--- src/core/irp_pkg.sv ---
// Constants and state layout shared by the interrupt priority resolver
package irp_pkg;

   // ------------------------------------------------------------
   // Register byte offsets on APB
   // ------------------------------------------------------------
   localparam logic [7:0] IRP_OFS_MASK = 8'h00;
   localparam logic [7:0] IRP_OFS_PRI_CMD = 8'h04;
   localparam logic [7:0] IRP_OFS_OP3 = 8'h08;
   localparam logic [7:0] IRP_OFS_POLL = 8'h0C;
   localparam logic [7:0] IRP_OFS_INIT4 = 8'h10;
   localparam logic [7:0] IRP_OFS_ISR = 8'h14;
   localparam logic [7:0] IRP_OFS_STATUS = 8'h18;

   // ------------------------------------------------------------
   // Field positions
   // ------------------------------------------------------------
   // priority_command_word: [7] rotate, [6] level_select, [5] end_of_service, [2:0] target_level_bits
   localparam int IRP_PCW_ROT = 7;
   localparam int IRP_PCW_SL = 6;
   localparam int IRP_PCW_EOS = 5;
   // third_operation_word: [6] special_mask_enable, [5] special_mask_select, [2] poll_request
   localparam int IRP_OP3_SPECIAL_MASK_ENABLE = 6;
   localparam int IRP_OP3_SMM = 5;
   localparam int IRP_OP3_POLL = 2;
   // fourth_init_word: [1] auto_end_of_service, [0] 16-bit host mode
   localparam int IRP_INIT4_AEOS = 1;
   localparam int IRP_INIT4_HOST16 = 0;
   // Poll result byte: [7] pending flag, [2:0] polled_level_code
   localparam int IRP_POLL_FLAG = 7;
   // Status word: [7:0] requests, [8] interrupt out, [11:9] acked level, [12] ack busy
   localparam int IRP_ST_INT = 8;
   localparam int IRP_ST_LVL = 9;
   localparam int IRP_ST_BUSY = 12;

   // ------------------------------------------------------------
   // Reset values and counts
   // ------------------------------------------------------------
   localparam logic [7:0] IRP_MASK_RST = 8'h00;
   localparam logic [2:0] IRP_LOWEST_RST = 3'h7;
   localparam logic [2:0] IRP_DEFAULT_LVL = 3'h7;
   localparam logic [1:0] IRP_ACKS_8BIT = 2'h3;
   localparam logic [1:0] IRP_ACKS_16BIT = 2'h2;

   // ------------------------------------------------------------
   // Module state
   // ------------------------------------------------------------
   typedef struct packed {
      logic [7:0] req_s1;
      logic [7:0] req_s2;
      logic ack_s1;
      logic ack_s2;
      logic ack_d;
      logic [7:0] req;
      logic [7:0] mask;
      logic [7:0] in_service_bits;
      logic [2:0] lowest;
      logic special_mask_select;
      logic aeos;
      logic host16;
      logic rot_aeos;
      logic poll_armed;
      logic in_ack;
      logic [1:0] ack_cnt;
      logic ack_hit;
      logic [2:0] ack_level;
      logic int_out;
      logic [31:0] prdata;
      logic pslverr;
   } irp_state_t;

endpackage : irp_pkg

--- src/core/irp_resolver.sv ---
// Eight-level interrupt priority resolver with in-service tracking, APB register access
//
// Local design decisions: the register addresses and the APB slave port.
`timescale 1ns/1ps
`default_nettype none

module irp_resolver import irp_pkg::*; #(
   parameter int ADDR_W = 8
) (
   // Clock and reset
   input wire logic pclk,
   input wire logic presetn,
   // APB slave
   input wire logic psel,
   input wire logic penable,
   input wire logic pwrite,
   input wire logic [ADDR_W-1:0] paddr,
   input wire logic [31:0] pwdata,
   output logic [31:0] prdata,
   output logic pready,
   output logic pslverr,
   // Request pins, asynchronous to pclk
   input wire logic [7:0] req_in,
   // Acknowledge pin, active low pulses from the host
   input wire logic ack_pulse_n,
   // Towards the host
   output logic int_out,
   output logic [2:0] ack_level,
   output logic ack_busy
);

   // ------------------------------------------------------------
   // Parameter check
   // ------------------------------------------------------------
   // Only the low eight address bits are decoded; wider buses alias.
   if (ADDR_W < 5 || ADDR_W > 32) begin : g_bad_addr
      $error("irp_resolver: ADDR_W must be between 5 and 32");
   end

   // ------------------------------------------------------------
   // Priority helpers
   // ------------------------------------------------------------
   // Returns {found, level} of the highest set bit; the level just above
   // the lowest one ranks first.
   function automatic logic [3:0] irp_pick(input logic [7:0] bits, input logic [2:0] low);
      logic [3:0] res;
      logic [2:0] lvl;
      res = {1'b0, IRP_DEFAULT_LVL};
      lvl = low;
      for (int k = 8; k >= 1; k--) begin
         lvl = 3'(low + 3'(k));
         if (bits[lvl]) begin
            res = {1'b1, lvl};
         end
      end
      return res;
   endfunction : irp_pick

   // Rank 0 is the highest priority under the current rotation
   function automatic logic [2:0] irp_rank(input logic [2:0] lvl, input logic [2:0] low);
      return 3'(lvl - low - 3'h1);
   endfunction : irp_rank

   function automatic logic [7:0] irp_onehot(input logic [2:0] lvl);
      return 8'h01 << lvl;
   endfunction : irp_onehot

   // ------------------------------------------------------------
   // State
   // ------------------------------------------------------------
   irp_state_t s;
   irp_state_t next_s;

   logic [7:0] cand;
   logic [7:0] eff_isr;
   logic [3:0] req_pick;
   logic [3:0] isr_pick;
   logic grant;
   logic ack_fall;
   logic ack_rise;
   logic [1:0] last_ack;
   logic setup;
   logic wr_acc;
   logic rd_acc;
   logic [7:0] addr;
   logic mapped;
   logic [3:0] eos_pick;
   logic [7:0] pcw;
   logic [2:0] tgt;

   // How priority is reckoned
   // The register lowest names the level that currently ranks last; the
   // level one above it, modulo eight, ranks first. Reset leaves lowest at
   // seven, which gives the fixed order with level zero on top. Rotation
   // never reorders the levels, it only moves this one pointer, so every
   // comparison goes through irp_rank rather than the raw level numbers.
   //
   // A request reaches the host only when it is pending, unmasked and
   // strictly above the best level in service. Equal rank loses on
   // purpose: a level already being handled must not interrupt itself.
   //
   // In special mask mode the in-service bits stop inhibiting, so lower
   // levels may nest under a running handler. A level already in service
   // is still kept out of the candidates, otherwise a level-sensed input
   // held high would be granted again and again.

   // ------------------------------------------------------------
   // Resolver
   // ------------------------------------------------------------
   always_comb begin
      // Masked channels drop out one by one; in special mask mode the
      // in-service bits only keep their own levels out of the candidates.
      eff_isr = s.special_mask_select ? 8'h00 : s.in_service_bits;
      cand = s.req & ~s.mask & ~(s.special_mask_select ? s.in_service_bits : 8'h00);
      req_pick = irp_pick(cand, s.lowest);
      isr_pick = irp_pick(eff_isr, s.lowest);
      // Request must strictly outrank the highest level in service
      grant = req_pick[3] && (!isr_pick[3] ||
         irp_rank(req_pick[2:0], s.lowest) < irp_rank(isr_pick[2:0], s.lowest));
   end

   // ------------------------------------------------------------
   // Next state
   // ------------------------------------------------------------
   always_comb begin
      next_s = s;
      addr = 8'(paddr);
      setup = psel && !penable;
      wr_acc = psel && penable && pwrite;
      rd_acc = psel && penable && !pwrite;
      last_ack = s.host16 ? IRP_ACKS_16BIT : IRP_ACKS_8BIT;
      ack_fall = s.ack_d && !s.ack_s2;
      ack_rise = !s.ack_d && s.ack_s2;
      eos_pick = 4'h0;
      pcw = pwdata[7:0];
      tgt = pwdata[2:0];

      // Two-stage synchronisers
      next_s.req_s1 = req_in;
      next_s.req_s2 = s.req_s1;
      next_s.ack_s1 = ack_pulse_n;
      next_s.ack_s2 = s.ack_s1;
      next_s.ack_d = s.ack_s2;

      // Request state freezes while a poll or acknowledge is open so the
      // level reported cannot move under the host.
      if (!s.poll_armed && !s.in_ack) begin
         next_s.req = s.req_s2;
      end

      next_s.int_out = grant && !s.poll_armed;


      // Acknowledge sequence
      // The pin is sampled through two flip-flops and one more stage that
      // remembers the previous level, so a falling edge is seen three
      // clocks after the pin drops. The grant is taken at that edge and the
      // in-service bit is set at once, which drops the interrupt output on
      // the next clock. The pulses that follow are only counted; the rising
      // edge of the last one closes the sequence and, in auto mode, performs
      // the non-specific end-of-service. A request that has gone away by the
      // falling edge yields the default level and marks nothing in service,
      // so software can tell a glitch from a genuine level seven request.
      // Limitation: pulses shorter than one clock low or high may be lost.
      // Acknowledge sequence from the pin
      if (ack_fall && !s.in_ack) begin
         next_s.in_ack = 1'b1;
         next_s.ack_cnt = 2'h0;
         if (grant) begin
            next_s.in_service_bits = s.in_service_bits | irp_onehot(req_pick[2:0]);
            next_s.ack_level = req_pick[2:0];
            next_s.ack_hit = 1'b1;
         end else begin
            // Vanished request: default level, nothing goes in service
            next_s.ack_level = IRP_DEFAULT_LVL;
            next_s.ack_hit = 1'b0;
         end
      end
      if (ack_rise && s.in_ack) begin
         if (2'(s.ack_cnt + 2'h1) == last_ack) begin
            next_s.in_ack = 1'b0;
            next_s.ack_cnt = 2'h0;
            if (s.aeos && s.ack_hit) begin
               eos_pick = irp_pick(next_s.in_service_bits & ~(s.special_mask_select ? s.mask : 8'h00), s.lowest);
               if (eos_pick[3]) begin
                  next_s.in_service_bits = next_s.in_service_bits & ~irp_onehot(eos_pick[2:0]);
                  if (s.rot_aeos) begin
                     next_s.lowest = eos_pick[2:0];
                  end
               end
            end
         end else begin
            next_s.ack_cnt = 2'(s.ack_cnt + 2'h1);
         end
      end


      // Register map, one register per word, each a byte wide except status
      //   mask       read and write
      //   priority   write commands, read back the lowest level
      //   third word write mode bits, read special mask and poll armed
      //   poll       read only, valid once a poll is armed
      //   fourth     read and write, auto mode and host width
      //   in-service read only
      //   status     read only, latched requests and acknowledge state
      // Forming the read word in the setup cycle keeps prdata a flip-flop
      // output; the cost is that a read shows the state one clock before
      // the access edge, which is harmless because nothing here moves
      // faster than the synchronisers.
      // Read data and error are formed in the setup cycle and held
      // through the access cycle.
      mapped = 1'b1;
      if (setup) begin
         next_s.prdata = 32'h0000_0000;
         unique case (addr)
            IRP_OFS_MASK: next_s.prdata[7:0] = s.mask;
            IRP_OFS_PRI_CMD: next_s.prdata[2:0] = s.lowest;
            IRP_OFS_OP3: begin
               next_s.prdata[IRP_OP3_SMM] = s.special_mask_select;
               next_s.prdata[IRP_OP3_POLL] = s.poll_armed;
            end
            IRP_OFS_POLL: begin
               if (s.poll_armed && req_pick[3]) begin
                  next_s.prdata[IRP_POLL_FLAG] = 1'b1;
                  next_s.prdata[2:0] = req_pick[2:0];
               end
            end
            IRP_OFS_INIT4: begin
               next_s.prdata[IRP_INIT4_AEOS] = s.aeos;
               next_s.prdata[IRP_INIT4_HOST16] = s.host16;
            end
            IRP_OFS_ISR: next_s.prdata[7:0] = s.in_service_bits;
            IRP_OFS_STATUS: begin
               next_s.prdata[7:0] = s.req;
               next_s.prdata[IRP_ST_INT] = s.int_out;
               next_s.prdata[IRP_ST_LVL +: 3] = s.ack_level;
               next_s.prdata[IRP_ST_BUSY] = s.in_ack;
            end
            default: mapped = 1'b0;
         endcase
         next_s.pslverr = !mapped || (pwrite && (addr == IRP_OFS_POLL || addr == IRP_OFS_ISR ||
            addr == IRP_OFS_STATUS));
      end

      // Writes take effect at the access edge
      if (wr_acc && !s.pslverr) begin
         unique case (addr)
            IRP_OFS_MASK: next_s.mask = pwdata[7:0];
            IRP_OFS_PRI_CMD: begin
               // Non-specific uses the rotation before any change
               eos_pick = irp_pick(next_s.in_service_bits & ~(s.special_mask_select ? s.mask : 8'h00), s.lowest);
               // Command codes, bits rotate, level select, end-of-service:
               //   001 clear the best level in service
               //   011 clear the named level
               //   101 clear the best level and make it lowest
               //   100 rotate on auto end-of-service from now on
               //   000 stop rotating on auto end-of-service
               //   111 clear the named level and make it lowest
               //   110 make the named level lowest, nothing cleared
               //   010 no operation
               unique case ({pcw[IRP_PCW_ROT], pcw[IRP_PCW_SL], pcw[IRP_PCW_EOS]})
                  3'h1: begin
                     if (eos_pick[3]) begin
                        next_s.in_service_bits = next_s.in_service_bits & ~irp_onehot(eos_pick[2:0]);
                     end
                  end
                  3'h3: next_s.in_service_bits = next_s.in_service_bits & ~irp_onehot(tgt);
                  3'h5: begin
                     if (eos_pick[3]) begin
                        next_s.in_service_bits = next_s.in_service_bits & ~irp_onehot(eos_pick[2:0]);
                        next_s.lowest = eos_pick[2:0];
                     end
                  end
                  3'h4: next_s.rot_aeos = 1'b1;
                  3'h0: next_s.rot_aeos = 1'b0;
                  3'h7: begin
                     next_s.in_service_bits = next_s.in_service_bits & ~irp_onehot(tgt);
                     next_s.lowest = tgt;
                  end
                  3'h6: next_s.lowest = tgt;
                  3'h2: begin
                  end
               endcase
            end
            IRP_OFS_OP3: begin
               if (pwdata[IRP_OP3_SPECIAL_MASK_ENABLE]) begin
                  next_s.special_mask_select = pwdata[IRP_OP3_SMM];
               end
               if (pwdata[IRP_OP3_POLL]) begin
                  next_s.poll_armed = 1'b1;
               end
            end
            IRP_OFS_INIT4: begin
               next_s.aeos = pwdata[IRP_INIT4_AEOS];
               next_s.host16 = pwdata[IRP_INIT4_HOST16];
            end
            default: begin
            end
         endcase
      end


      // The poll read closes the poll whether or not anything was pending,
      // so a second read without a fresh poll command returns zero.
      // Requests stay frozen until this edge, which keeps the byte formed
      // in the setup cycle and the bit set here in agreement.
      // A poll read is the acknowledge; with nothing pending it only closes the poll
      if (rd_acc && addr == IRP_OFS_POLL && s.poll_armed) begin
         next_s.poll_armed = 1'b0;
         if (req_pick[3]) begin
            next_s.in_service_bits = next_s.in_service_bits | irp_onehot(req_pick[2:0]);
         end
      end
   end

   // ------------------------------------------------------------
   // Registers
   // ------------------------------------------------------------
   // The acknowledge synchroniser resets to the idle high level so that
   // release of reset is not mistaken for a falling edge on the pin.
   always_ff @(posedge pclk or negedge presetn) begin
      if (!presetn) begin
         s <= '0;
         s.req_s1 <= 8'h00;
         s.ack_s1 <= 1'b1;
         s.ack_s2 <= 1'b1;
         s.ack_d <= 1'b1;
         s.mask <= IRP_MASK_RST;
         s.lowest <= IRP_LOWEST_RST;
         s.ack_level <= IRP_DEFAULT_LVL;
      end else begin
         s <= next_s;
      end
   end

   // ------------------------------------------------------------
   // Outputs
   // ------------------------------------------------------------
   // No wait states: every transfer is one setup and one access cycle.
   assign pready = 1'b1;
   assign prdata = s.prdata;
   assign pslverr = s.pslverr && psel && penable;
   assign int_out = s.int_out;
   assign ack_level = s.ack_level;
   assign ack_busy = s.in_ack;

endmodule : irp_resolver

`default_nettype wire

--- config.mk ---
export PLATFORM = sky130hd
export DESIGN_NAME = irp_resolver
export DESIGN_NICKNAME = d
export VERILOG_FILES = /design/src/core/irp_pkg.sv /design/src/core/irp_resolver.sv
export SDC_FILE = /design/constraint.sdc
export NUM_CORES = 1
export LEC_CHECK = 0
export ABC_AREA = 1
export BUFFER_PORTS_ARGS = -buffer_cell sky130_fd_sc_hd__buf_2
export CELL_PAD_IN_SITES_DETAIL_PLACEMENT = 1
export CELL_PAD_IN_SITES_GLOBAL_PLACEMENT = 2
export CORE_UTILIZATION = 34
export CTS_CLUSTER_DIAMETER = 60
export DETAILED_ROUTE_END_ITERATION = 10
export GPL_TIMING_DRIVEN = 0
export PLACE_DENSITY_LB_ADDON = 0.1
export SETUP_SLACK_MARGIN = 0.4
export SYNTH_ARGS = -nofsm -noshare
export SYNTH_HDL_FRONTEND = slang
export SYNTH_SLANG_ARGS = --single-unit
--- constraint.sdc ---
create_clock -name pclk -period 12 [get_ports pclk]
set_clock_uncertainty 0.1 [all_clocks]
set_input_delay 0.6 -clock pclk [delete_from_list [all_inputs] [get_ports pclk]]
set_output_delay 0.6 -clock pclk [all_outputs]
set_load 0.05 [all_outputs]
* Yosys cells after proc, flatten, opt, wreduce, memory -nomap -nowiden
Index checks and enable logic that the tools add are counted.
Storage, ports and cells: output and inout bits 39, word-level logic and storage cells 265, register bits after elaboration 73
Cells by class: magnitude comparators 9, add/sub/neg operators 12, bitwise gates (word level) 15, reductions and logical operators 47, shift-type cells 4, multiplexer cells 144, eq/ne operators 13
Operators by type and width (count):
- two-way mux 4 bit | 38
- binary-select mux 1 bit (select 3 bit) | 32
- two-way mux 11 bit | 6
- two-way mux 8 bit | 8
- AND 8 bit | 7
- NOT 8 bit | 6
- two-way mux 1 bit | 43
- less-than comparator 3 x 4 -> 1 bit, second input constant | 8
- << shifter 1 x 3 -> 8 bit, first input constant | 4
- equality test 8 x 5 -> 1 bit, second input constant | 3
- case mux 8 bit (3 select lines) | 1
- logical AND 1 bit | 19
- equality test 8 x 4 -> 1 bit, second input constant | 2
- two-way mux 16 bit | 1
- OR 8 bit | 2
- adder 3 bit, second input constant | 4
- equality test 3 bit, second input constant | 4
- case mux 2 bit (6 select lines) | 1
- nonzero test 2 bit | 5
- logical NOT 1 bit | 9
- two-way mux 3 bit | 3
- AND reduction 3 bit | 3
- equality test 8 x 3 -> 1 bit, second input constant | 1
- logical NOT 8 bit | 1
- 23 further kinds | 33

* Depth between registers and ports, before layout
Gate-level depths: netlist of the first run.
word-level depth 64, mapped depth 65, gate-level depth less buffers 62

* Worst setup path after synthesis of the first run
Ideal clock, no wire load.
path kind reg-to-reg, from register s[47] (netlist bit), to register s[54] (netlist bit), buffers on the path 5, cell stages (with the launch flop) 61, setup slack 5.007 ns, arrival time 6.776 ns, data required time 11.784 ns, path through dfstp_2 buf_4 inv_2 buf_2 buf_4 ha_1 buf_4 inv_1 buf_2 o21ai_0 or2_2 nand2_1 o21ai_0 a21oi_1 o21ai_0 o31ai_1 inv_1 ha_1 [25 not listed] nand3_1 nand3_1 nand3_1 nand2_2 inv_2 nand3_1 nand3_1 nand2_1 nand2_1 nand2_1 nand2_2 nand2_2 inv_2 nand3_1 nand2_1 nand2_1 nand2_1 nand2_1
RTL lines:
- from (decl) | RTL line irp_resolver.sv:71 | irp_state_t s;
- from (signal assigned) | RTL line irp_resolver.sv:332 | s <= next_s;

==> results of run 1 <==
==> kinds of logic (layout without fill, tap and decap cells) <==
kind of cell,Yosys count,count (layout)
and+or+nand+nor,588,588
muxes,1,1
adders and majority gates,8,8
xor gates and xnor gates,7,7
buffers and inverters,194,259
AOI/OAI and AO/OA,148,148
DFF,73,73
other,2,20
==> routing by layer <==
layer  GRT usage  wire length, um
met1       0.368            12100
met2       0.411            11000
met3      0.0375             1040
met4      0.0532              302
met5           0                0
==> cells in the final DEF (no fill, tap or decap), types with 2 or more instances in the layout <==
| cell | n |
|---|---|
| sky130_fd_sc_hd__a21boi_0 | 5 |
| sky130_fd_sc_hd__dfstp_2 | 9 |
| sky130_fd_sc_hd__xor2_1 | 4 |
| sky130_fd_sc_hd__o21ai_2 | 3 |
| sky130_fd_sc_hd__ha_1 | 6 |
| sky130_fd_sc_hd__and2_1 | 2 |
| sky130_fd_sc_hd__nand2_4 | 4 |
| sky130_fd_sc_hd__nor4_1 | 2 |
| sky130_fd_sc_hd__dfrtp_1 | 64 |
| sky130_fd_sc_hd__a21oi_1 | 44 |
| sky130_fd_sc_hd__nor2_4 | 3 |
| sky130_fd_sc_hd__nand3_2 | 10 |
| sky130_fd_sc_hd__buf_2 | 59 |
| sky130_fd_sc_hd__conb_1 | 20 |
| sky130_fd_sc_hd__o31ai_1 | 5 |
| sky130_fd_sc_hd__o21ai_1 | 17 |
| sky130_fd_sc_hd__nand2_1 | 262 |
| sky130_fd_sc_hd__nand3_1 | 175 |
| sky130_fd_sc_hd__clkbuf_8 | 2 |
| sky130_fd_sc_hd__a22oi_1 | 3 |
| sky130_fd_sc_hd__o21ai_0 | 42 |
| sky130_fd_sc_hd__nor2_2 | 3 |
| sky130_fd_sc_hd__buf_6 | 2 |
| sky130_fd_sc_hd__o211ai_1 | 4 |
| sky130_fd_sc_hd__xnor2_1 | 2 |
| sky130_fd_sc_hd__fa_1 | 2 |
| sky130_fd_sc_hd__clkbuf_1 | 7 |
| sky130_fd_sc_hd__clkbuf_16 | 9 |
| sky130_fd_sc_hd__nand2_2 | 26 |
| sky130_fd_sc_hd__nor3_1 | 12 |
| sky130_fd_sc_hd__nor2_1 | 57 |
| sky130_fd_sc_hd__inv_2 | 23 |
| sky130_fd_sc_hd__o22ai_1 | 10 |
| sky130_fd_sc_hd__clkinv_2 | 2 |
| sky130_fd_sc_hd__inv_6 | 2 |
| sky130_fd_sc_hd__buf_4 | 46 |
| sky130_fd_sc_hd__inv_1 | 102 |
| sky130_fd_sc_hd__a21oi_2 | 3 |
| sky130_fd_sc_hd__a31oi_1 | 3 |
| sky130_fd_sc_hd__nand4_1 | 24 |
==> final cells by class <==
type / count / area [um2]
clock inverters: 5 / 60.1
fillers: 2525 / 11300
repair buffers: 49 / 270
plain buffers: 67 / 450
flip-flops and latches: 73 / 1840
inverters: 127 / 480
multi-input cells: 772 / 3890
well taps: 260 / 325
clock buffers: 11 / 253
==> metrics by stage <==
step            util  worst slack [ns]  std cells
6_report       0.402              3.01       1364
3_3_place_gp   0.384              3.13       1347
2_1_floorplan      -              5.01       1039
3_5_place_dp   0.386              3.03       1348
4_1_cts        0.402              2.99       1364
5_1_grt        0.402              2.18       1364
==> power groups by stage <==
stage	Combinational (W)	Clock [W]	Sequential [W]
floorplan	0.000503	0	0.000324
global placement	0.000676	0	0.000328
global route	0.000777	0.000295	0.000330
finish	0.000694	0.000280	0.000326
CTS	0.000691	0.000285	0.000325
detailed placement	0.000686	0	0.000329
==> worst min-delay path by stage <==
stage | start | endpoint | cells after the start
final | presetn | next_s[74]$_DFF_PN1_ | 1
after CTS | presetn | next_s[74]$_DFF_PN1_ | 1
after floorplan | presetn | ack_busy$_DFF_PN0_ | 0
after global placement | next_s[83]$_DFF_PN0_ | s[83]$_DFF_PN0_ | 0
after global routing | presetn | next_s[74]$_DFF_PN1_ | 1
after detailed placement | next_s[80]$_DFF_PN0_ | s[80]$_DFF_PN0_ | 0
==> registers in the layout, indices dropped and copies added, names as in the netlist <==
signal	cells
ack_level	3
next_s	10
s	45
ack_busy	1
prdata	13
int_out	1
==> worst max-delay path: cells and delay by family (launching register included) <==
family          cells  cell delay [ns]
flops               1             0.57
buf+inv             8             1.68
xor+xnor            2             0.33
fa+ha+maj           3             1.03
simple gates       32             3.69
compound gates     10             1.40
==> insert_results.sql, run 1 <==
INSERT INTO impl_metrics (metric_group, metric, value, unit) VALUES
('timing', 'max_freq', '0.111', 'GHz'),
('synthesis', 'yosys-top-cells-area', 'sky130_fd_sc_hd__dfrtp_1 24%, sky130_fd_sc_hd__nand2_1 15%, sky130_fd_sc_hd__nand3_1 13%', ''),
('timing', 'finalHoldViolations', '0', ''),
('floorplan', 'std_cell_rows', '50', ''),
('global_routing', 'maximum_number_of_pins_on_one_net_before_global_route_repair', '73', ''),
('cells_and_area', 'finish.net_count', '1161', ''),
('critical_path', 'crit-reg2reg-launch', 's[47]$_DFF_PN1_', ''),
('floorplan', 'fp.dieW', '141', 'um'),
('critical_path', 'timing.critical_path.slowest_cell_delay', '0.57', 'ns'),
('synthesis', 'synth.yosys.seq_area_share', '0.279', ''),
('floorplan', 'die_y', '141', 'um'),
('flow_run', 'max_cap_viol_count', '0', ''),
('timing', 'rsz0062_at_grt', 'false', ''),
('place', 'postPlaceCellArea', '7260', 'um2'),
('clock_tree', 'cts_tree', 'yes', ''),
('synthesis', 'portion_of_netlist_area_occupied_by_mux_cells', '0.00171', ''),
('global_routing', 'number_of_antenna_violations_at_the_first_check_in_global_routing', '0', ''),
('power_and_ir_drop', 'leakage', '3.84', 'nW'),
('floorplan', 'core_area', '18800', 'um2'),
('critical_path', 'cp.arrival', '9.10', 'ns'),
('synthesis', 'postSynth.topFlopCell', 'sky130_fd_sc_hd__dfrtp_1', ''),
('min_path', 'timing.hold.worst.class', 'input port to asynchronous set/reset pin', ''),
('route', 'drt_pass1_iterations', '5', ''),
('synthesis', 'synth_top_family_by_area', 'simple AND/OR/NAND/NOR gates', ''),
('synthesis', 'post_synth_and_or_nand_nor_area_fraction', '0.417', ''),
('timing', 'worstMarginPinSlew', '0.780', 'ns'),
('floorplan', 'fp.dieArea', '20000', 'um2'),
('route', 'detailroute.via_count', '7078', ''),
('power_and_ir_drop', 'power_switching_share', '0.489', ''),
('critical_path', 'critPathLaunch', 's[47]$_DFF_PN1_', ''),
('critical_path', 'cpMaxStageDelayCell', 'sky130_fd_sc_hd__dfstp_2', ''),
('power_and_ir_drop', 'ir_drop', '0.0000802', 'V'),
('cells_and_area', 'share_of_cells_above_drive_strength_1', '0.198', ''),
('critical_path', 'reg2reg_to', 's[55]$_DFF_PN0_', ''),
('cells_and_area', 'insertedDiodeCount', '0', ''),
('critical_path', 'worstSetupEndpointType', 'flip-flop', ''),
('clock_tree', 'cts_num_sinks', '73', ''),
('critical_path', 'startpoint_type', 'flip-flop', ''),
('place', 'place_hpwl', '19800', 'um'),
('route', 'drc_violations_left', '0', ''),
('timing', 'timing.slew.headroom', '0.476', ''),
('outcome', 'status', 'finished clean', ''),
('timing', 'setup_viol', '0', ''),
('synthesis', 'syn-cell-area', '6600', 'um2'),
('global_routing', 'grt_pass1_wl', '39000', 'um'),
('power_and_ir_drop', 'totalPowerFinal', '0.00130', 'W'),
('global_routing', 'first_global_vias', '6985', ''),
('critical_path', 'timing_worst_setup_path_type', 'flip-flop to flip-flop', ''),
('synthesis', 'synthDominantCellAreaShare', '0.243', ''),
('synthesis', 'synth_compound_area_frac', '0.131', ''),
('power_and_ir_drop', 'power_frac_clock', '0.215', ''),
('synthesis', 'synth_area_leader_cell', 'sky130_fd_sc_hd__dfrtp_1', ''),
('timing', 'totalNegativeSetupSlack', '0', 'ns'),
('critical_path', 'critical_path.max_fanout', '12', ''),
('route', 'average_routed_wire_per_standard_cell', '18.0', 'um'),
('synthesis', 'yosys_warnings', '0', ''),
('power_and_ir_drop', 'power_density', '172', 'nW/um2'),
('clock_tree', 'cts_buffers', '9', ''),
('clock_tree', 'cts.hold.buffers_added', '0', ''),
('timing', 'worst_hold_margin', '0.116', 'ns'),
('clock_tree', 'cts.repair_timing.setup_buffer_count', '0', ''),
('floorplan', 'count_of_pins_on_the_block_boundary', '93', ''),
('cells_and_area', 'final_area', '7570', 'um2'),
('clock_tree', 'cts-htree-levels', '3', ''),
('synthesis', 'synth_xor_area_frac', '0.0121', ''),
('synthesis', 'synth.distinct_cells', '58', ''),
('floorplan', 'start_util', '0.350', ''),
('clock_tree', 'cts_resized', '0', ''),
('synthesis', 'synth.cells.most_frequent', '262 x sky130_fd_sc_hd__nand2_1, 175 x sky130_fd_sc_hd__nand3_1, 102 x sky130_fd_sc_hd__inv_1', ''),
('place', 'placement.io_buffers', '48', ''),
('critical_path', 'endpoint', 's[55]$_DFF_PN0_', '');
(Power assumes the default switching activity.)
==> run 2, diff against run 1 <==
CORE_UTILIZATION = 32   (was 34)
clock period = 9.22 ns   (was 12 ns; I/O delays follow)
==> run 2 against run 1 <==
Against the previous run:
- largest power group unchanged
- register-to-register slack got worse by 2.0 ns
- combinational power rose by 38%
- core utilization fell by 1.2 points
- highest routed layer unchanged
==> insert_results.sql, run 2 (same netlist as run 1, synthesis figures left out) <==
INSERT INTO impl_metrics (metric_group, metric, value, unit) VALUES
('outcome', 'status', 'finished clean', ''),
('timing', 'slew_violations', '0', ''),
('min_path', 'timing.hold.worst.class', 'input port to flip-flop', ''),
('critical_path', 'cpLargestDelayFamily', 'simple AND/OR/NAND/NOR gates', ''),
('route', 'finalWirelength', '24800', 'um'),
('cells_and_area', 'layout.cells.most_common_list', '253 x sky130_fd_sc_hd__nand2_1, 157 x sky130_fd_sc_hd__nand3_1, 101 x sky130_fd_sc_hd__inv_1, 64 x sky130_fd_sc_hd__dfrtp_1, 56 x sky130_fd_sc_hd__buf_2', ''),
('critical_path', 'critical_path.max_fanout', '12', ''),
('cells_and_area', 'largest_register', 's', ''),
('clock_tree', 'cts_tree', 'yes', ''),
('cells_and_area', 'largest_register_ffs', '45', ''),
('floorplan', 'die_y', '146', 'um'),
('global_routing', 'first_global_vias', '6955', ''),
('critical_path', 'worst_path_most_repeated_cell', 'sky130_fd_sc_hd__nand2_1', ''),
('cells_and_area', 'flow.area_growth_from_synthesis', '19.5', '%'),
('floorplan', 'std_cell_rows', '52', ''),
('timing', 'worstMarginPinSlew', '0.841', 'ns'),
('clock_tree', 'cts-htree-levels', '3', ''),
('critical_path', 'reg2reg_depth', '52', ''),
('cells_and_area', 'finish.net_count', '1172', ''),
('critical_path', 'crit-reg2reg-launch', 's[46]$_DFF_PN1_', ''),
('power_and_ir_drop', 'power_density', '221', 'nW/um2'),
('flow_run', 'max_cap_viol_count', '0', ''),
('cells_and_area', 'multi_input_comb_area', '4070', 'um2'),
('critical_path', 'crit_buf_inv', '10', ''),
('timing', 'setup_viol', '0', ''),
('route', 'ant_nets', '0', ''),
('clock_tree', 'clkTransAtPathRegs', '0.06', 'ns'),
('route', 'average_routed_wire_per_standard_cell', '17.9', 'um'),
('floorplan', 'start_util', '0.326', ''),
('floorplan', 'count_of_pins_on_the_block_boundary', '93', ''),
('cells_and_area', 'final_area', '7890', 'um2'),
('min_path', 'timing.hold.worst.start', 'ack_pulse_n', ''),
('global_routing', 'grt.overflow.total', '0', ''),
('min_path', 'holdPathEnd', 'next_s[74]$_DFF_PN1_', ''),
('cells_and_area', 'n_fill_cell', '2681', ''),
('global_routing', 'number_of_antenna_violations_at_the_first_check_in_global_routing', '0', ''),
('power_and_ir_drop', 'ir_drop', '0.000118', 'V'),
('cells_and_area', 'most_common_library_cell_in_the_layout_ignoring_fill_and_taps', 'sky130_fd_sc_hd__nand2_1', ''),
('timing', 'finalHoldViolations', '0', ''),
('floorplan', 'fp.dieArea', '21200', 'um2'),
('cells_and_area', 'share_of_cells_above_drive_strength_1', '0.235', ''),
('critical_path', 'worstSetupEndpointType', 'flip-flop', ''),
('route', 'vias_per_cell', '5.08', ''),
('critical_path', 'reg2reg_to', 's[56]$_DFF_PN0_', ''),
('floorplan', 'fp.dieW', '146', 'um'),
('power_and_ir_drop', 'leakage', '3.93', 'nW'),
('clock_tree', 'clockRootBuffer', 'sky130_fd_sc_hd__clkbuf_16', ''),
('floorplan', 'core_area', '20200', 'um2'),
('timing', 'final.period_utilization', '0.893', ''),
('cells_and_area', 'insertedDiodeCount', '0', ''),
('critical_path', 'startpoint_type', 'flip-flop', ''),
('place', 'postPlaceCellArea', '7270', 'um2'),
('route', 'drt_pass1_iterations', '4', ''),
('timing', 'max_freq', '0.122', 'GHz'),
('global_routing', 'grt_pass1_wl', '39000', 'um'),
('timing', 'timing.slew.headroom', '0.434', ''),
('cells_and_area', 'layout.area.seq', '1840', 'um2'),
('critical_path', 'cp.arrival', '8.40', 'ns'),
('critical_path', 'cpMaxStageDelayCell', 'sky130_fd_sc_hd__dfstp_2', ''),
('place', 'placement.io_buffers', '48', ''),
('clock_tree', 'cts_num_sinks', '73', ''),
('critical_path', 'timing_worst_setup_path_type', 'flip-flop to flip-flop', ''),
('route', 'detailroute.via_count', '7038', ''),
('clock_tree', 'cts_buffers', '9', ''),
('place', 'place_congestion', '0.876', ''),
('clock_tree', 'cts.path.max_buffers', '2', ''),
('critical_path', 'rrSetupSlack', '0.99', 'ns'),
('global_routing', 'maximum_number_of_pins_on_one_net_before_global_route_repair', '54', ''),
('route', 'drt_first_iter_violations', '380', ''),
('min_path', 'whs_path_depth', '1', ''),
('timing', 'totalNegativeSetupSlack', '0', 'ns'),
('route', 'drc_violations_left', '0', ''),
('cells_and_area', 'final_core_utilization', '0.390', ''),
('clock_tree', 'clk-insertion-delay-late', '0.34', 'ns'),
('timing', 'fin_crit', '8.23', 'ns'),
('critical_path', 'cp_data_required_time', '9.39', 'ns'),
('global_routing', 'grt.total_usage', '0.239', ''),
('critical_path', 'cp.depth', '52', ''),
('place', 'place_hpwl', '20300', 'um'),
('timing', 'rsz0062_at_grt', 'true', ''),
('critical_path', 'timing.critical_path.slowest_cell_delay', '0.59', 'ns');
==> run 2: changes by cell type in the layout (fill, tap and decap cells not counted), moves of 3 or more <==
cell,delta
sky130_fd_sc_hd__buf_8,+3
sky130_fd_sc_hd__buf_2,-3
sky130_fd_sc_hd__nand3_1,-18
sky130_fd_sc_hd__nand2_2,+8
sky130_fd_sc_hd__buf_4,+7
sky130_fd_sc_hd__nor2_1,-3
sky130_fd_sc_hd__nand2_1,-9
sky130_fd_sc_hd__nand3_2,+17
sky130_fd_sc_hd__buf_6,+3
==> run 2: power breakdown <==
| part | total [W] | internal, W | switching [W] |
|---|---|---|---|
| logic | 0.000958 | 0.000287 | 0.000672 |
| registers | 0.000425 | 0.000379 | 0.0000452 |
| clock network | 0.000358 | 0.000219 | 0.000139 |
| total | 0.00174 | 0.000885 | 0.000857 |
==> run 2: layout make-up <==
cell class | count | area share
Sequential cell | 73 | 0.233
Timing Repair Buffer | 60 | 0.0451
Buffer | 67 | 0.0628
Multi-Input combinational cell | 772 | 0.516
Inverter | 127 | 0.0614
Clock buffer | 11 | 0.0308
Tap cell | 270 | 0.0428
Clock inverter | 5 | 0.00809
==> run 2: per-stage QoR <==
stage | setup slack (ns) | hold slack (ns) | cells | total power (W)
after floorplan | 2.23 | 0.0654 | 1039 | 0.00108
after global placement | 0.269 | 0.234 | 1357 | 0.00132
after detailed placement | 0.215 | 0.236 | 1358 | 0.00133
after CTS | 0.409 | 0.109 | 1376 | 0.00170
after global routing | 0.360 | 0.109 | 1385 | 0.00187
final | 0.991 | 0.118 | 1385 | 0.00174
==> run 2: metal layers <==
layer	GRT usage	wire [um]	up-vias
met1	0.344	12400	3412
met4	0.0347	226	0
li1	-	-	3500
met3	0.0251	755	20
met5	0	0	-
met2	0.392	11400	106
==> run 2: worst max-delay path by stage <==
stage                    start               to  slack, ns
2_1_floorplan  s[47]$_DFF_PN1_  s[54]$_DFF_PN0_       2.23
3_3_place_gp   s[47]$_DFF_PN1_  s[52]$_DFF_PN0_       0.27
3_5_place_dp   s[47]$_DFF_PN1_  s[52]$_DFF_PN0_       0.22
4_1_cts        s[47]$_DFF_PN1_  s[52]$_DFF_PN0_       0.41
5_1_grt        s[46]$_DFF_PN1_  s[52]$_DFF_PN0_       0.36
6_report       s[46]$_DFF_PN1_  s[56]$_DFF_PN0_       0.99
==> run 2: what timing repair did <==
item | CTS | global route
endpoints found under the hold margin | 14 | 0
endpoints found under the setup margin | 11 | 11
hold buffers | 1 | 0
pin swaps | 1 | 17
resized for setup | 5 | 56
buffers inserted | 1 | 9
==> run 3, diff against run 2 <==
CORE_UTILIZATION = 30   (was 32)
SKIP_CTS_REPAIR_TIMING = 1   (was not set)
==> run 3 against run 2 <==
Against the previous run:
- die area rose by 6.6%
- count of clock-buffer cells in the layout fell by 1
- power fell by 0.59%
- combinational power fell by 0.6%
- cell count rose by 0.14%
- register-to-register slack improved by 0.06 ns
- wire length rose by 2.3%
- sequential share of layout area rose by 0.093 points
- global-route usage fell by 0.44 points
- core utilization fell by 2.1 points
- worst setup slack improved by 0.062 ns
- hold slack barely moved
==> insert_results.sql, run 3 (same netlist as run 1, synthesis figures left out) <==
INSERT INTO impl_metrics (metric_group, metric, value, unit) VALUES
('cells_and_area', 'share_of_cells_above_drive_strength_1', '0.236', ''),
('floorplan', 'std_cell_rows', '53', ''),
('place', 'numPlacedInstances', '1363', ''),
('power_and_ir_drop', 'power_frac_clock', '0.205', ''),
('floorplan', 'start_util', '0.310', ''),
('floorplan', 'fp.dieW', '150', 'um'),
('flow_run', 'max_cap_viol_count', '0', ''),
('cells_and_area', 'most_common_library_cell_in_the_layout_ignoring_fill_and_taps', 'sky130_fd_sc_hd__nand2_1', ''),
('route', 'finalWirelength', '25400', 'um'),
('timing', 'slew_violations', '0', ''),
('place', 'place_hpwl', '20700', 'um'),
('critical_path', 'timing.critical_path.slowest_cell_delay', '0.59', 'ns'),
('floorplan', 'die_y', '150', 'um'),
('cells_and_area', 'largest_register_ffs', '45', ''),
('power_and_ir_drop', 'power_density', '220', 'nW/um2'),
('critical_path', 'cp_data_required_time', '9.34', 'ns'),
('timing', 'fin_crit', '8.17', 'ns'),
('route', 'detailroute.via_count', '6972', ''),
('cells_and_area', 'n_fill_cell', '2788', ''),
('timing', 'totalNegativeSetupSlack', '0', 'ns'),
('cells_and_area', 'flow.area_growth_from_synthesis', '19.1', '%'),
('route', 'drc_violations_left', '0', ''),
('clock_tree', 'cts.path.max_buffers', '2', ''),
('critical_path', 'reg2reg_depth', '63', ''),
('floorplan', 'count_of_pins_on_the_block_boundary', '93', ''),
('power_and_ir_drop', 'share_comb_of_total_power', '0.550', ''),
('global_routing', 'maximum_number_of_pins_on_one_net_before_global_route_repair', '41', ''),
('clock_tree', 'cts_buffers', '9', ''),
('timing', 'final.period_utilization', '0.886', ''),
('critical_path', 'worstSetupEndpointType', 'flip-flop', ''),
('clock_tree', 'clk-insertion-delay-late', '0.34', 'ns'),
('critical_path', 'timing_worst_setup_path_type', 'flip-flop to flip-flop', ''),
('critical_path', 'startpoint_type', 'flip-flop', ''),
('power_and_ir_drop', 'power_switching_share', '0.496', ''),
('timing', 'max_freq', '0.122', 'GHz'),
('timing', 'finalHoldViolations', '0', ''),
('timing', 'rsz0062_at_grt', 'false', ''),
('critical_path', 'crit-reg2reg-launch', 's[47]$_DFF_PN1_', ''),
('cells_and_area', 'insertedDiodeCount', '0', ''),
('min_path', 'whs_path_depth', '1', ''),
('timing', 'worstMarginPinSlew', '0.850', 'ns'),
('outcome', 'status', 'finished clean', ''),
('power_and_ir_drop', 'leakage', '3.93', 'nW'),
('cells_and_area', 'largest_register', 's', ''),
('power_and_ir_drop', 'ir_drop', '0.000107', 'V'),
('clock_tree', 'cts-htree-levels', '3', ''),
('route', 'drt_first_iter_violations', '333', ''),
('critical_path', 'cp.arrival', '8.29', 'ns'),
('clock_tree', 'clkTransAtPathRegs', '0.06', 'ns'),
('global_routing', 'number_of_antenna_violations_at_the_first_check_in_global_routing', '0', ''),
('power_and_ir_drop', 'pint', '0.000872', 'W'),
('power_and_ir_drop', 'total_switching_power', '0.000859', 'W'),
('min_path', 'timing.hold.worst.start', 'ack_pulse_n', ''),
('timing', 'timing.slew.headroom', '0.429', ''),
('critical_path', 'critPathLaunch', 's[47]$_DFF_PN1_', ''),
('clock_tree', 'cts_tree', 'yes', ''),
('floorplan', 'core_area', '21300', 'um2'),
('power_and_ir_drop', 'power.share.sequential', '0.245', ''),
('route', 'average_routed_wire_per_standard_cell', '18.3', 'um'),
('clock_tree', 'clockRootBuffer', 'sky130_fd_sc_hd__clkbuf_16', ''),
('cells_and_area', 'final_cell_count_no_fill', '1387', ''),
('critical_path', 'worst_path_most_repeated_cell', 'sky130_fd_sc_hd__nand2_1', ''),
('global_routing', 'grt_pass1_wl', '39700', 'um'),
('critical_path', 'critical_path.max_fanout', '12', ''),
('global_routing', 'first_global_vias', '6925', ''),
('cells_and_area', 'layout.cells.most_common_list', '253 x sky130_fd_sc_hd__nand2_1, 151 x sky130_fd_sc_hd__nand3_1, 101 x sky130_fd_sc_hd__inv_1, 64 x sky130_fd_sc_hd__dfrtp_1', ''),
('timing', 'setup_viol', '0', ''),
('place', 'place_congestion', '0.868', ''),
('global_routing', 'grt.overflow.total', '0', ''),
('cells_and_area', 'finish.net_count', '1169', ''),
('critical_path', 'cpMaxStageDelayCell', 'sky130_fd_sc_hd__dfstp_2', ''),
('floorplan', 'fp.dieArea', '22600', 'um2'),
('clock_tree', 'cts_num_sinks', '73', ''),
('route', 'ant_nets', '0', ''),
('min_path', 'timing.hold.worst.class', 'input port to flip-flop', ''),
('route', 'vias_per_cell', '5.03', ''),
('place', 'placement.io_buffers', '48', ''),
('route', 'drt_pass1_iterations', '5', ''),
('global_routing', 'grt.total_usage', '0.234', '');
run 3: cell types whose count changed in the layout (fill, tap and decap cells not counted), sizes merged:
| cell | before | now |
|---|---|---|
| clkbuf | 18 | 16 |
| inv | 128 | 129 |
| clkinv | 2 | 3 |
| buf | 119 | 117 |
| clkinvlp | 1 | 0 |
run 3: final timing paths:
kind	end	slack (ns)
worst min-delay path	next_s[74]$_DFF_PN1_	0.12
min in group asynchronous	ack_busy$_DFF_PN0_	0.51
worst max register to register	s[52]$_DFF_PN0_	1.05
max in group asynchronous	s[46]$_DFF_PN1_	7.89
worst min register to register	s[82]$_DFF_PN0_	0.25
worst max-delay path	s[52]$_DFF_PN0_	1.05
run 3: critical path, delay by kind of cell (launching register included):
family	cells	cell delay, ns
AO/OA/AOI/OAI	5	0.66
adder cells (fa/ha/maj)	4	1.21
AND/OR/NAND/NOR	43	4.01
flip-flops	1	0.59
XOR/XNOR	2	0.32
buffers and inverters	9	1.11
run 3: through the flow:
| step | util | hold slack (ns) | instance area [um2] | setup WS [ns] | power (W) |
|---|---|---|---|---|---|
| final | 0.369 | 0.118 | 7850 | 1.05 | 0.00173 |
| after detailed placement | 0.342 | 0.237 | 7270 | 0.285 | 0.00133 |
| after global routing | 0.369 | 0.106 | 7850 | 0.383 | 0.00186 |
| after CTS | 0.355 | -0.0291 | 7570 | 0.236 | 0.00169 |
| after global placement | 0.341 | 0.231 | 7250 | 0.275 | 0.00132 |
| after floorplan | - | 0.0654 | 6660 | 2.23 | 0.00108 |
run 3: area by class of cell:
cell class	count	area, um2	area share
plain buffers	67	484	0.0617
multi-input cells	772	4080	0.520
inverters	127	484	0.0617
well taps	275	344	0.0438
repair buffers	57	325	0.0414
clock buffers	10	229	0.0292
clock inverters	6	66.3	0.00844
flip-flops and latches	73	1840	0.234
run 3: per-layer routing:
metal  vias to the layer above  part of all wire  wire, um  GRT usage
met2                       116              0.45     11400      0.370
met1                      3346              0.50     12700      0.340
met3                        20             0.038       959     0.0267
met5                         -                 0         0          0
li1                       3490                 -         -          -
met4                         0             0.011       288     0.0515
run 3: power by group through the flow:
stage,combinational [W],clock (W),sequential (W)
finish,0.000952,0.000355,0.000425
global route,0.00105,0.000372,0.000430
CTS,0.000903,0.000363,0.000423
detailed placement,0.000898,0,0.000429
global placement,0.000893,0,0.000428
floorplan,0.000654,0,0.000422
